[src/hdl/paxc_pkg.sv]
// Constants for the two-axis positioning command handler
// Function
// - Armed override loads requested speed (1..100000) when position equals trigger
// - Override taken only in accel or constant speed; else ignored, no error
// - Inching moves selected axis by signed distance at configured inching speed
// - Inching refused: 401 if axis moving, 402 if output inhibited
// - Start step change loads requested step, valid 1 through 80
// - Step change refused unchanged: 441 if moving, 442 if out of range
// - Aux code release clears active flag and stored code number
// - Preset overwrites present position with signed 32-bit value
// - Preset marks home as determined
// - Preset refused on moving axis, position kept, code 451
// - Emergency halts both axes at once, sets halt flags, code 481
// - After emergency, output inhibited and home undetermined until re-established
package paxc_pkg;
    // Register byte addresses
    localparam logic [7:0] A_CMD = 8'h00;
    localparam logic [7:0] A_ARG0 = 8'h04;
    localparam logic [7:0] A_ARG1 = 8'h08;
    localparam logic [7:0] A_INCH = 8'h0c;
    localparam logic [7:0] A_STAT = 8'h10;
    localparam logic [7:0] A_IRQS = 8'h14;
    localparam logic [7:0] A_IRQM = 8'h18;
    localparam logic [7:0] A_FLAG = 8'h1c;
    localparam logic [7:0] A_POSX = 8'h20;
    localparam logic [7:0] A_POSY = 8'h24;
    localparam logic [7:0] A_MCODE = 8'h28;
    localparam logic [7:0] A_STEP = 8'h2c;
    // Command register bit positions
    localparam int B_PSO = 0;
    localparam int B_INC = 1;
    localparam int B_SNS = 2;
    localparam int B_MOF = 3;
    localparam int B_PRS = 4;
    localparam int B_EMG = 5;
    localparam int B_REL = 6;
    localparam int B_SEL = 8;
    localparam int NREQ = 7;
    // Status codes
    localparam logic [9:0] E_OK = 10'h000;
    localparam logic [9:0] E_INC_BUSY = 10'h191;
    localparam logic [9:0] E_INC_INH = 10'h192;
    localparam logic [9:0] E_SNS_BUSY = 10'h1b9;
    localparam logic [9:0] E_SNS_RNG = 10'h1ba;
    localparam logic [9:0] E_PRS_BUSY = 10'h1c3;
    localparam logic [9:0] E_EMG = 10'h1e1;
    // Ranges and reset values
    localparam logic [16:0] SPD_MIN = 17'h00001;
    localparam logic [16:0] SPD_MAX = 17'h186a0;
    localparam logic [6:0] STEP_MIN = 7'h01;
    localparam logic [6:0] STEP_MAX = 7'h50;
    localparam logic [16:0] INCH_SPD_RST = 17'h00001;
    localparam int I_DONE = 0;
    localparam int I_ERR = 1;
    localparam logic [1:0] RESP_OK = 2'b00;
    localparam logic [1:0] RESP_ERR = 2'b10;
    typedef enum logic [2:0] {
        C_NONE, C_EMG, C_PSO, C_INC, C_SNS, C_MOF, C_PRS, C_REL
    } paxc_cmd_e;
endpackage

[src/hdl/paxc_core.sv]
// Two-axis positioning command handler with AXI4-Lite register slave
//
// The implementer's own choices: the register addresses and the AXI4-Lite interface to the registers.
`timescale 1ns/1ps
module paxc_core #(
    parameter int MCW = 16
) (
    input wire logic aclk,
    input wire logic aresetn,
    input wire logic [7:0] s_axi_awaddr,
    input wire logic s_axi_awvalid,
    output logic s_axi_awready,
    input wire logic [31:0] s_axi_wdata,
    input wire logic [3:0] s_axi_wstrb,
    input wire logic s_axi_wvalid,
    output logic s_axi_wready,
    output logic [1:0] s_axi_bresp,
    output logic s_axi_bvalid,
    input wire logic s_axi_bready,
    input wire logic [7:0] s_axi_araddr,
    input wire logic s_axi_arvalid,
    output logic s_axi_arready,
    output logic [31:0] s_axi_rdata,
    output logic [1:0] s_axi_rresp,
    output logic s_axi_rvalid,
    input wire logic s_axi_rready,
    input wire logic [1:0] axis_moving,
    input wire logic [1:0] axis_decel,
    input wire logic [1:0] axis_dwell,
    input wire logic [1:0] pos_step,
    input wire logic [1:0] pos_dir,
    input wire logic [1:0] mcode_set,
    input wire logic [MCW-1:0] mcode_value,
    output logic [1:0] halt_pulse,
    output logic [1:0] output_inhibit,
    output logic [1:0] speed_load,
    output logic [1:0][16:0] override_speed,
    output logic [1:0] inch_start,
    output logic [31:0] inching_distance,
    output logic [16:0] inching_speed,
    output logic [1:0][6:0] step_number,
    output logic [1:0] home_determined,
    output logic cmd_done,
    output logic [9:0] cmd_status,
    output logic irq
);
    // Aux code number must fit half a read word
    if (MCW < 1 || MCW > 16) begin : g_chk
        $error("MCW must be 1 to 16");
    end

    localparam int NREQ = paxc_pkg::NREQ;

    typedef struct packed {
        logic aw_ok;
        logic [7:0] awaddr;
        logic w_ok;
        logic [31:0] wdata;
        logic [3:0] wstrb;
        logic bvalid;
        logic [1:0] bresp;
        logic rvalid;
        logic [31:0] rdata;
        logic [1:0] rresp;
        logic [NREQ-1:0] req;
        logic sel;
        logic [31:0] arg0;
        logic [31:0] arg1;
        logic [16:0] inch_spd;
        logic [1:0] irq_st;
        logic [1:0] irq_mask;
        logic irq_lvl;
        logic [9:0] code;
        logic done;
        logic [1:0][31:0] pos;
        logic [1:0][6:0] step;
        logic [1:0] mact;
        logic [1:0][MCW-1:0] mnum;
        logic [1:0] home;
        logic [1:0] emg;
        logic [1:0] inh;
        logic [1:0] arm;
        logic [1:0][31:0] trig;
        logic [1:0][16:0] spd;
        logic [1:0] spd_load;
        logic [1:0] halt;
        logic [1:0] inch_go;
        logic [31:0] inch_dist;
    } paxc_state_s;

    paxc_state_s st;
    paxc_state_s n;
    paxc_pkg::paxc_cmd_e cmd;
    logic [NREQ-1:0] go;
    logic wr;
    logic a;
    logic spd_ok;
    logic step_ok;

    function automatic logic [31:0] paxc_merge(
        input logic [31:0] o,
        input logic [31:0] d,
        input logic [3:0] s
    );
        logic [31:0] r;
        r = o;
        for (int i = 0; i < 4; i++) begin
            if (s[i]) begin
                r[8*i +: 8] = d[8*i +: 8];
            end
        end
        return r;
    endfunction

    assign s_axi_awready = !st.aw_ok;
    assign s_axi_wready = !st.w_ok;
    assign s_axi_bvalid = st.bvalid;
    assign s_axi_bresp = st.bresp;
    assign s_axi_arready = !st.rvalid;
    assign s_axi_rvalid = st.rvalid;
    assign s_axi_rdata = st.rdata;
    assign s_axi_rresp = st.rresp;
    assign halt_pulse = st.halt;
    assign output_inhibit = st.inh;
    assign speed_load = st.spd_load;
    assign override_speed = st.spd;
    assign inch_start = st.inch_go;
    assign inching_distance = st.inch_dist;
    assign inching_speed = st.inch_spd;
    assign step_number = st.step;
    assign home_determined = st.home;
    assign cmd_done = st.done;
    assign cmd_status = st.code;
    assign irq = st.irq_lvl;

    // ==========================================================
    // Next state
    always_comb begin
        n = st;
        n.spd_load = '0;
        n.halt = '0;
        n.inch_go = '0;
        n.done = 1'b0;
        go = '0;
        cmd = paxc_pkg::C_NONE;
        wr = st.aw_ok && st.w_ok && !st.bvalid;
        // ======================================================
        // Write channel: address and data taken in either order
        if (s_axi_awvalid && !st.aw_ok) begin
            n.aw_ok = 1'b1;
            n.awaddr = s_axi_awaddr;
        end
        if (s_axi_wvalid && !st.w_ok) begin
            n.w_ok = 1'b1;
            n.wdata = s_axi_wdata;
            n.wstrb = s_axi_wstrb;
        end
        if (st.bvalid && s_axi_bready) begin
            n.bvalid = 1'b0;
        end
        if (wr) begin
            n.aw_ok = 1'b0;
            n.w_ok = 1'b0;
            n.bvalid = 1'b1;
            n.bresp = paxc_pkg::RESP_OK;
            unique case (st.awaddr)
                paxc_pkg::A_CMD: begin
                    if (st.wstrb[1]) begin
                        n.sel = st.wdata[paxc_pkg::B_SEL];
                    end
                    if (st.wstrb[0]) begin
                        go = st.wdata[NREQ-1:0] & ~st.req;
                        n.req = st.wdata[NREQ-1:0];
                    end
                end
                paxc_pkg::A_ARG0: begin
                    n.arg0 = paxc_merge(st.arg0, st.wdata, st.wstrb);
                end
                paxc_pkg::A_ARG1: begin
                    n.arg1 = paxc_merge(st.arg1, st.wdata, st.wstrb);
                end
                paxc_pkg::A_INCH: begin
                    n.inch_spd = 17'(paxc_merge(32'(st.inch_spd),
                        st.wdata, st.wstrb));
                end
                paxc_pkg::A_IRQS: begin
                    if (st.wstrb[0]) begin
                        n.irq_st = st.irq_st & ~st.wdata[1:0];
                    end
                end
                paxc_pkg::A_IRQM: begin
                    if (st.wstrb[0]) begin
                        n.irq_mask = st.wdata[1:0];
                    end
                end
                paxc_pkg::A_STAT, paxc_pkg::A_FLAG, paxc_pkg::A_POSX,
                paxc_pkg::A_POSY, paxc_pkg::A_MCODE, paxc_pkg::A_STEP: begin
                end
                default: begin
                    n.bresp = paxc_pkg::RESP_ERR;
                end
            endcase
        end
        // ======================================================
        // Read channel, data registered
        if (st.rvalid && s_axi_rready) begin
            n.rvalid = 1'b0;
        end
        if (s_axi_arvalid && !st.rvalid) begin
            n.rvalid = 1'b1;
            n.rresp = paxc_pkg::RESP_OK;
            n.rdata = '0;
            unique case (s_axi_araddr)
                paxc_pkg::A_CMD: n.rdata = {23'h0, st.sel, 1'b0, st.req};
                paxc_pkg::A_ARG0: n.rdata = st.arg0;
                paxc_pkg::A_ARG1: n.rdata = st.arg1;
                paxc_pkg::A_INCH: n.rdata = {15'h0, st.inch_spd};
                paxc_pkg::A_STAT: n.rdata = {22'h0, st.code};
                paxc_pkg::A_IRQS: n.rdata = {30'h0, st.irq_st};
                paxc_pkg::A_IRQM: n.rdata = {30'h0, st.irq_mask};
                paxc_pkg::A_FLAG: n.rdata = {22'h0, st.arm, st.mact,
                    st.home, st.emg, st.inh};
                paxc_pkg::A_POSX: n.rdata = st.pos[0];
                paxc_pkg::A_POSY: n.rdata = st.pos[1];
                paxc_pkg::A_MCODE: n.rdata = {16'(st.mnum[1]),
                    16'(st.mnum[0])};
                paxc_pkg::A_STEP: n.rdata = {17'h0, st.step[1], 1'b0,
                    st.step[0]};
                default: n.rresp = paxc_pkg::RESP_ERR;
            endcase
        end
        // ======================================================
        // Position tracking and armed overrides
        for (int i = 0; i < 2; i++) begin
            if (pos_step[i]) begin
                n.pos[i] = pos_dir[i] ? st.pos[i] - 32'h1
                    : st.pos[i] + 32'h1;
            end
            if (st.arm[i] && st.pos[i] == st.trig[i]) begin
                n.spd_load[i] = 1'b1;
                n.arm[i] = 1'b0;
            end else if (!axis_moving[i]) begin
                n.arm[i] = 1'b0;
            end
        end
        // ======================================================
        // Command execution, one per write, emergency first
        a = n.sel;
        spd_ok = st.arg1 >= 32'(paxc_pkg::SPD_MIN)
            && st.arg1 <= 32'(paxc_pkg::SPD_MAX);
        step_ok = st.arg0 >= 32'(paxc_pkg::STEP_MIN)
            && st.arg0 <= 32'(paxc_pkg::STEP_MAX);
        if (go[paxc_pkg::B_EMG]) begin
            cmd = paxc_pkg::C_EMG;
        end else if (go[paxc_pkg::B_PSO]) begin
            cmd = paxc_pkg::C_PSO;
        end else if (go[paxc_pkg::B_INC]) begin
            cmd = paxc_pkg::C_INC;
        end else if (go[paxc_pkg::B_SNS]) begin
            cmd = paxc_pkg::C_SNS;
        end else if (go[paxc_pkg::B_MOF]) begin
            cmd = paxc_pkg::C_MOF;
        end else if (go[paxc_pkg::B_PRS]) begin
            cmd = paxc_pkg::C_PRS;
        end else if (go[paxc_pkg::B_REL]) begin
            cmd = paxc_pkg::C_REL;
        end
        if (cmd != paxc_pkg::C_NONE) begin
            n.done = 1'b1;
            n.code = paxc_pkg::E_OK;
        end
        unique case (cmd)
            paxc_pkg::C_NONE: begin
            end
            paxc_pkg::C_EMG: begin
                n.halt = 2'b11;
                n.emg = 2'b11;
                n.arm = 2'b00;
                n.code = paxc_pkg::E_EMG;
                n.inh = 2'b11;
                n.home = 2'b00;
            end
            paxc_pkg::C_PSO: begin
                if (axis_moving[a] && !axis_decel[a] && !axis_dwell[a]
                    && spd_ok) begin
                    n.arm[a] = 1'b1;
                    n.trig[a] = st.arg0;
                    n.spd[a] = st.arg1[16:0];
                end
            end
            paxc_pkg::C_INC: begin
                if (axis_moving[a]) begin
                    n.code = paxc_pkg::E_INC_BUSY;
                end else if (st.inh[a]) begin
                    n.code = paxc_pkg::E_INC_INH;
                end else begin
                    // distance out, speed from inching register
                    n.inch_go[a] = 1'b1;
                    n.inch_dist = st.arg0;
                end
            end
            paxc_pkg::C_SNS: begin
                if (axis_moving[a]) begin
                    n.code = paxc_pkg::E_SNS_BUSY;
                end else if (!step_ok) begin
                    n.code = paxc_pkg::E_SNS_RNG;
                end else begin
                    n.step[a] = st.arg0[6:0];
                end
            end
            paxc_pkg::C_MOF: begin
                n.mact[a] = 1'b0;
                n.mnum[a] = '0;
            end
            paxc_pkg::C_PRS: begin
                if (axis_moving[a]) begin
                    n.code = paxc_pkg::E_PRS_BUSY;
                end else begin
                    n.pos[a] = st.arg0;
                    n.home[a] = 1'b1;
                end
            end
            paxc_pkg::C_REL: begin
                n.inh[a] = 1'b0;
                n.emg[a] = 1'b0;
            end
        endcase
        // New aux code wins over a release in the same cycle
        for (int i = 0; i < 2; i++) begin
            if (mcode_set[i]) begin
                n.mact[i] = 1'b1;
                n.mnum[i] = mcode_value;
            end
        end
        // Sticky events set after the clear, so set wins
        if (n.done) begin
            n.irq_st[paxc_pkg::I_DONE] = 1'b1;
            if (n.code != paxc_pkg::E_OK) begin
                n.irq_st[paxc_pkg::I_ERR] = 1'b1;
            end
        end
        // Registered level, so the pin cannot glitch
        n.irq_lvl = |(n.irq_st & n.irq_mask);
    end

    always_ff @(posedge aclk) begin
        if (!aresetn) begin
            st <= '0;
            st.inch_spd <= paxc_pkg::INCH_SPD_RST;
            st.step <= {paxc_pkg::STEP_MIN, paxc_pkg::STEP_MIN};
        end else begin
            st <= n;
        end
    end
endmodule

[config.mk]
export PLATFORM = sky130hd
export DESIGN_NAME = paxc_core
export DESIGN_NICKNAME = d
export VERILOG_FILES = /design/src/hdl/paxc_pkg.sv /design/src/hdl/paxc_core.sv
export SDC_FILE = /design/constraint.sdc
export NUM_CORES = 1
export LEC_CHECK = 0
export BUFFER_PORTS_ARGS = -buffer_cell sky130_fd_sc_hd__buf_2
export CORE_MARGIN = 2
export CORE_UTILIZATION = 49
export CTS_CLUSTER_SIZE = 14
export DETAILED_ROUTE_END_ITERATION = 10
export HOLD_SLACK_MARGIN = 0.12
export PLACE_DENSITY = 0.68
export SLEW_MARGIN = 40
export SYNTH_ARGS = -nofsm -noshare
export SYNTH_HDL_FRONTEND = slang
export SYNTH_SLANG_ARGS = --single-unit
[constraint.sdc]
create_clock -name aclk -period 7.4 [get_ports aclk]
set_input_delay 0 -clock aclk [delete_from_list [all_inputs] [get_ports aclk]]
set_output_delay 0 -clock aclk [all_outputs]
set_load 0.01 [all_outputs]
==> results of run 1 <==
==> layer usage <==
metal / share of wire, % / track usage (%) / wire length, um
met1: 41 / 44.4 / 33500
met2: 44 / 51.9 / 36000
met3: 10 / 6.75 / 8270
met4: 5.4 / 16.2 / 4450
met5: 0 / 0 / 0
==> Yosys cell counts (4+ instances only) <==
| master | n | area share (%) |
|---|---|---|
| nor2_1 | 284 | 4.7 |
| a211oi_2 | 17 | 0.94 |
| nor3_1 | 33 | 0.73 |
| o211ai_1 | 12 | 0.40 |
| o2111ai_1 | 5 | 0.19 |
| a21oi_1 | 323 | 7.1 |
| a22o_1 | 17 | 0.66 |
| or4_1 | 7 | 0.23 |
| ha_1 | 60 | 3.3 |
| buf_6 | 5 | 0.25 |
| a31oi_1 | 30 | 0.83 |
| nand3_1 | 29 | 0.64 |
| xor2_1 | 48 | 1.9 |
| a21o_1 | 32 | 1.1 |
| nand2b_1 | 15 | 0.41 |
| o21a_1 | 8 | 0.26 |
| or3_1 | 9 | 0.25 |
| buf_4 | 164 | 5.4 |
| a211o_1 | 4 | 0.15 |
| o21ai_0 | 72 | 1.6 |
| o21bai_1 | 4 | 0.13 |
| a221oi_1 | 23 | 0.89 |
| nor2b_1 | 15 | 0.41 |
| dfxtp_1 | 442 | 39 |
| o31ai_1 | 4 | 0.13 |
| xnor2_1 | 57 | 2.2 |
| nand3b_1 | 5 | 0.17 |
| buf_2 | 23 | 0.51 |
| a22oi_1 | 74 | 2.4 |
| mux2i_1 | 137 | 6.0 |
| nor4_1 | 26 | 0.72 |
| a21boi_0 | 5 | 0.17 |
| clkbuf_1 | 139 | 2.3 |
| nand4_1 | 24 | 0.66 |
| a211oi_1 | 15 | 0.50 |
| inv_1 | 30 | 0.50 |
| and3_1 | 13 | 0.36 |
| nand2_1 | 437 | 7.2 |
| and2_1 | 7 | 0.19 |
| a222oi_1 | 22 | 0.97 |
==> cell usage in the layout (no fill, tap or decap), types with 30 or more instances in the layout <==
cell | synthesis | final
a21o_1 | 32 | 32
a21oi_1 | 323 | 322
a22oi_1 | 74 | 74
a31oi_1 | 30 | 30
buf_2 | 23 | 243
buf_4 | 164 | 38
clkbuf_16 | 0 | 46
dfxtp_1 | 442 | 442
dlygate4sd3_1 | 0 | 88
ha_1 | 60 | 60
mux2i_1 | 137 | 136
nand2_1 | 437 | 435
nor2_1 | 284 | 273
nor3_1 | 33 | 33
o21ai_0 | 72 | 72
xnor2_1 | 57 | 57
xor2_1 | 48 | 48
==> logic make-up after synthesis <==
kind of cell               after synthesis
xor gates and xnor gates               105
buffers and inverters                  363
AOI/OAI and AO/OA                      705
adders and majority gates               62
other                                    1
DFF                                    442
muxes                                  142
and+or+nand+nor                        936
==> cell type report <==
cell class	count	area (um2)
Timing Repair Buffer	375	2500
Clock buffer	58	1260
Sequential cell	442	8850
Fill cell	4065	19900
Antenna cell	1	2.50
Inverter	30	125
Clock inverter	22	318
Multi-Input combinational cell	1952	11900
Tap cell	600	751
==> metrics by stage <==
| step | instances | cell area (um2) |
|---|---|---|
| 2_1_floorplan | 2757 | 22700 |
| 3_3_place_gp | 3307 | 23100 |
| 3_5_place_dp | 3311 | 23200 |
| 4_1_cts | 3479 | 25700 |
| 5_1_grt | 3479 | 25700 |
| 6_report | 3480 | 25700 |
==> worst min-delay path: stages <==
cell and delay [ns]:
buf_2 0.11, nor4_1 0.06, a221oi_1 0.26, a31oi_1 0.14, a21oi_1 0.13, nor2_1 0.04
==> flip-flops by register name, summed over array words and instances (netlist names), 10 cells and up <==
signal / flops
st: 288
override_speed: 34
inching_distance: 32
s_axi_rdata: 32
inching_speed: 17
step_number: 14
cmd_status: 10
==> power by group <==
group | switching (mW) | internal, mW | total [mW]
combinational | 0.527 | 0.405 | 0.932
clock | 1.00 | 1.45 | 2.45
sequential | 0.145 | 2.46 | 2.61
==> path summary, 6_finish.rpt <==
path                          start           endpoint  slack, ns
setup / recovery            st[443]            st[174]       2.95
hold / removal      s_axi_araddr[1]     s_axi_rdata[0]       0.20
setup reg to reg            st[443]            st[174]       2.95
hold reg to reg   override_speed[8]  override_speed[8]       0.45
==> timing repair <==
| item | in CTS | in global routing |
|---|---|---|
| endpoints found under the hold margin | 123 | 0 |
| setup buffers | 0 | 0 |
| hold buffers | 88 | 0 |
==> metrics.txt, run 1 <==
crit path DAT about 5.0 ns; worst-skew pair later-pin latency around 0.57 ns; total of warnings raised by yosys 0; number of flops mapped to enable cells by yosys 0; CP Launch Type flop; Total Nets Final 2995; setup slack after layout a little under 3 ns; number of antenna violations at the first check in global routing 0; layout cell share with drive strength beyond 1 14.9%; final critical-path required period between 4 and 5 ns; outcome finished, final reports clean; share of async-settable or async-resettable flops after synthesis 0%; depth of the worst hold-timing path 6; crit-path cells or4_4, or3_4, or4_1, nor3b_2, nor3_1, and2_1, a21oi_4, a22oi_1, dlygate4sd3_1, nor2_1; Final Hold Viols 0; number of setup violations in the final report 0; cell row count 78; total half-perimeter wirelength after legalization and detailed placement slightly below 60000 um; sequential element share of the synthesized area 39.0%; Fin Setup TNS 0 ns; Die X-Extent around 220 um; XOR/XNOR share of the synthesized area 4.05%; distinct cell type count of the synthesized netlist 84; # resized after CTS 0; first-pass GRT wire length 122000 um; Mean Syn Cell Area slightly above 8 um2; Total Wirelength ~80000 um; total stage count of the critical path 10; data required time at the worst endpoint ~7.9 ns; ratio of total power to cell area 233 nW/um2; utilization after layout between 50 and 60%; number of vias in the routed layout ~21k; Worst R2R Path Depth 10; clock tree root buffer cell clkbuf_16; maximum clock frequency around 0.22 GHz; DRT antenna net count 0; count of buffer and inverter cells on the critical path 1; Worst Max-Slew Pin Slew between 0.8 and 0.9 ns; Leak approximately 11 nW; Setup Skew 0.0143 ns; Syn-to-layout area delta 13.2%; DR iter-0 viols about 2.6k; drt drc 0; Worst Hold Slack just over 0.2 ns; RSZ-0062 raised after global routing false; class of the most critical hold timing path in2reg; synthesized-area fraction occupied by ao, oa, aoi and oai cells 20.0%; first drt pass iteration count 8; delay contributed by the slowest stage of the critical path between 0.7 and 0.8 ns; buffers from clock root to sink, at most 3; clk sinks 442; Die Area between 40000 and 50000 um2; overall power consumption roughly 6 mW; count of input and output buffers about 240; family with the most delay on the worst path simple AND/OR/NAND/NOR gates; detailed-route vias per instance 6.09; placeable core area 45600 um2; worst ir drop on vdd 0.000158 V; number of max-cap violations 0; cell count after synthesis between 2k and 3k; synthesis-stage register bit count approximately 440; largest net degree at the start of global routing 170; period utilisation layout around 60%; maximum level of the CTS H-tree 2; global placement routability congestion 0.958; classification of the worst setup path reg2reg; most frequently used flop master after synthesis dfxtp_1; Crit. End Element flop; clock-pin slew on the worst setup and hold paths about 0.060 ns; Initial Utilization 49.8%; final slew viol count 0; global router's overall resource usage roughly a third; adder and majority cell fraction of the synthesized area approximately 3.5%; combinational family with the most area after synthesis compound AO/OA/AOI/OAI gates; Slowest-stage cell, CP or4_1; number of top-level pins about 250; multiplexer fraction of the synthesized cell area roughly 6.4%; setup slack at placement between 3 and 4 ns; number of clock buffers inserted by TritonCTS 45; chip height 219 um; total grt overflow 0; average wire per standard cell approximately 24 um; synthesized-area fraction occupied by and/or/nand/nor cells between 10% and 20%; TritonCTS clock tree yes; Max transition margin 40.9%; worst-path fanout max 16; number of global-route vias before repair ~20k; area of the mapped netlist around 23000 um2
Power figures use the tool's default switching activity.
==> run 2, diff against run 1 <==
==> constraint.sdc (replaced) <==
create_clock -name aclk -period 4.2 [get_ports aclk]
set_input_delay 0 -clock aclk [delete_from_list [all_inputs] [get_ports aclk]]
set_output_delay 0 -clock aclk [all_outputs]
set_load 0.01 [all_outputs]
==> metrics.txt, run 2 (synthesis results as in run 1) <==
proportion of power drawn by the clock network 40.3%; first drt pass iteration count 7; first-pass GRT wire length 121000 um; TritonCTS clock tree yes; largest net degree at the start of global routing roughly 160; clock-pin slew on the worst setup and hold paths roughly 0.07 ns; average wire per standard cell 23.4 um; global placement routability congestion 0.991; outcome finished, final reports clean; final critical-path required period around 4.0 ns; number of max-cap violations 0; Slowest-stage cell, CP or4_1; final slew viol count 0; total inserted antenna cells 0; number of antenna violations at the first check in global routing 2; Leak about 11 nW; Reg power frac around 44%; cell row count 78; number of setup violations in the final report 0; classification of the worst setup path reg2reg; drt drc 0; Worst R2R Path Depth 10; worst ir drop on vdd ~0.00027 V; period utilisation layout between 90% and 100%; delay contributed by the slowest stage of the critical path approximately 0.73 ns; detailed-route vias per instance about 6; Worst Hold Slack between 0.15 and 0.2 ns; layout cell share with drive strength beyond 1 about 16%; placeable core area around 46000 um2; ratio of total power to cell area just over 400 nW/um2; worst-path fanout max 14; Syn-to-layout area delta 13.3%; combinational share of power roughly 16%; Largest register FFs ~290; class of the most critical hold timing path in2reg; Initial Utilization around 50%; total half-perimeter wirelength after legalization and detailed placement about 60000 um; maximum level of the CTS H-tree 2; maximum clock frequency between 0.2 and 0.25 GHz; total area of multi-input combinational cells around 12000 um2; capturing element of the worst setup path st[162]; most common cell after layout, fill and taps aside dfxtp_1; global router's overall resource usage between 30 and 40%; power dissipated by switching net loads slightly below 3 mW; total grt overflow 0; r2r endpoint st[162]; Total Wirelength about 82000 um; CP Launch Type flop; data required time at the worst endpoint between 4 and 5 ns; setup slack after layout between 0.15 and 0.2 ns; sequential cell area 8850 um2; crit path DAT roughly 4.5 ns; chip height 219 um; leading cell types in the layout, fill and taps excluded 442 x dfxtp_1, 435 x nand2_1, 322 x a21oi_1; DRT antenna net count 0; worst-skew pair later-pin latency 0.58 ns; Crit. End Element flop; Final Hold Viols 0; setup slack of the worst register-to-register path ~0.16 ns; Worst Max-Slew Pin Slew roughly 0.86 ns; crit path from st[443]; number of top-level pins 247; clk sinks around 440; Setup Skew about 0.024 ns; setup slack at placement 0.286 ns; Die Area 48000 um2; Int Pwr around 7.5 mW; number of fill cells 4067; switching portion of total power between 20% and 30%; crit-path cells or4_4, or3_4, or4_1, nor3_1, and2_1, a21oi_4, buf_12, a22oi_1, dlygate4sd3_1, nor2_1; most flop-heavy register st; number of clock buffers inserted by TritonCTS 45; number of global-route vias before repair 19.9k; Total Nets Final 3011; clock tree root buffer cell clkbuf_16; RSZ-0062 raised after global routing false; Max transition margin 42.4%; Min-Delay Startpoint pos_dir[1]; Fin Setup TNS 0 ns; DR iter-0 viols 2266; start of the worst register-to-register path st[443]; Die X-Extent around 220 um; depth of the worst hold-timing path 6; count of input and output buffers ~240; buffers from clock root to sink, at most 3; number of vias in the routed layout roughly 21k
-- run 2: what timing repair did --
| item | CTS | global route |
|---|---|---|
| setup endpoints to repair | 0 | 5 |
| hold endpoints to repair | 176 | 0 |
| resized for setup | 0 | 0 |
| buffers inserted | 0 | 3 |
| hold buffers | 82 | 0 |
-- run 2: final cells by class --
type | instances | share of cell area (%)
Clock inverter | 20 | 0.998
Multi-Input combinational cell | 1952 | 46.1
Tap cell | 600 | 2.92
Inverter | 30 | 0.487
Timing Repair Buffer | 391 | 10.1
Clock buffer | 63 | 4.99
Sequential cell | 442 | 34.4
-- run 2: power groups by stage --
stage	clock network [mW]	registers [mW]	logic, mW
3_3_place_gp	0	4.66	1.52
6_report	4.21	4.59	1.65
4_1_cts	4.23	4.58	1.62
5_1_grt	4.40	4.59	1.82
3_5_place_dp	0	4.67	1.54
2_1_floorplan	0	4.55	1.20
-- run 2: how the worst min path moves through the flow --
stage / end / slack [ns]
final: st[225] / 0.19
after global routing: st[444] / 0.24
after CTS: st[225] / 0.19
after detailed placement: s_axi_rvalid / 0.19
after global placement: s_axi_rvalid / 0.19
after floorplan: s_axi_rvalid / 0.1
-- run 2: layer usage --
metal / track usage, % / up-vias / wire, um
li1: - / 9755 / -
met1: 44.0 / 10000 / 33000
met2: 51.1 / 1177 / 35500
met3: 7.40 / 252 / 8610
met4: 16.2 / 2 / 4610
met5: 0 / - / 11
-- run 2: per-stage QoR --
stage               instance area (um2)  power (mW)  instances  utilization, %
finish                            25700        10.4       3498            56.4
global route                      25700        10.8       3498            56.4
CTS                               25700        10.4       3494            56.3
detailed placement                23300        6.21       3329            51.1
global placement                  23300        6.18       3329            51.1
floorplan                         22700        5.75       2757               -
-- run 2: critical path: cells and delay by family, from the launching register on --
kind	cells	cell delay (ns)
flip-flops	1	0.31
AND/OR/NAND/NOR	6	2.62
buffers and inverters	2	0.75
AO/OA/AOI/OAI	2	0.25
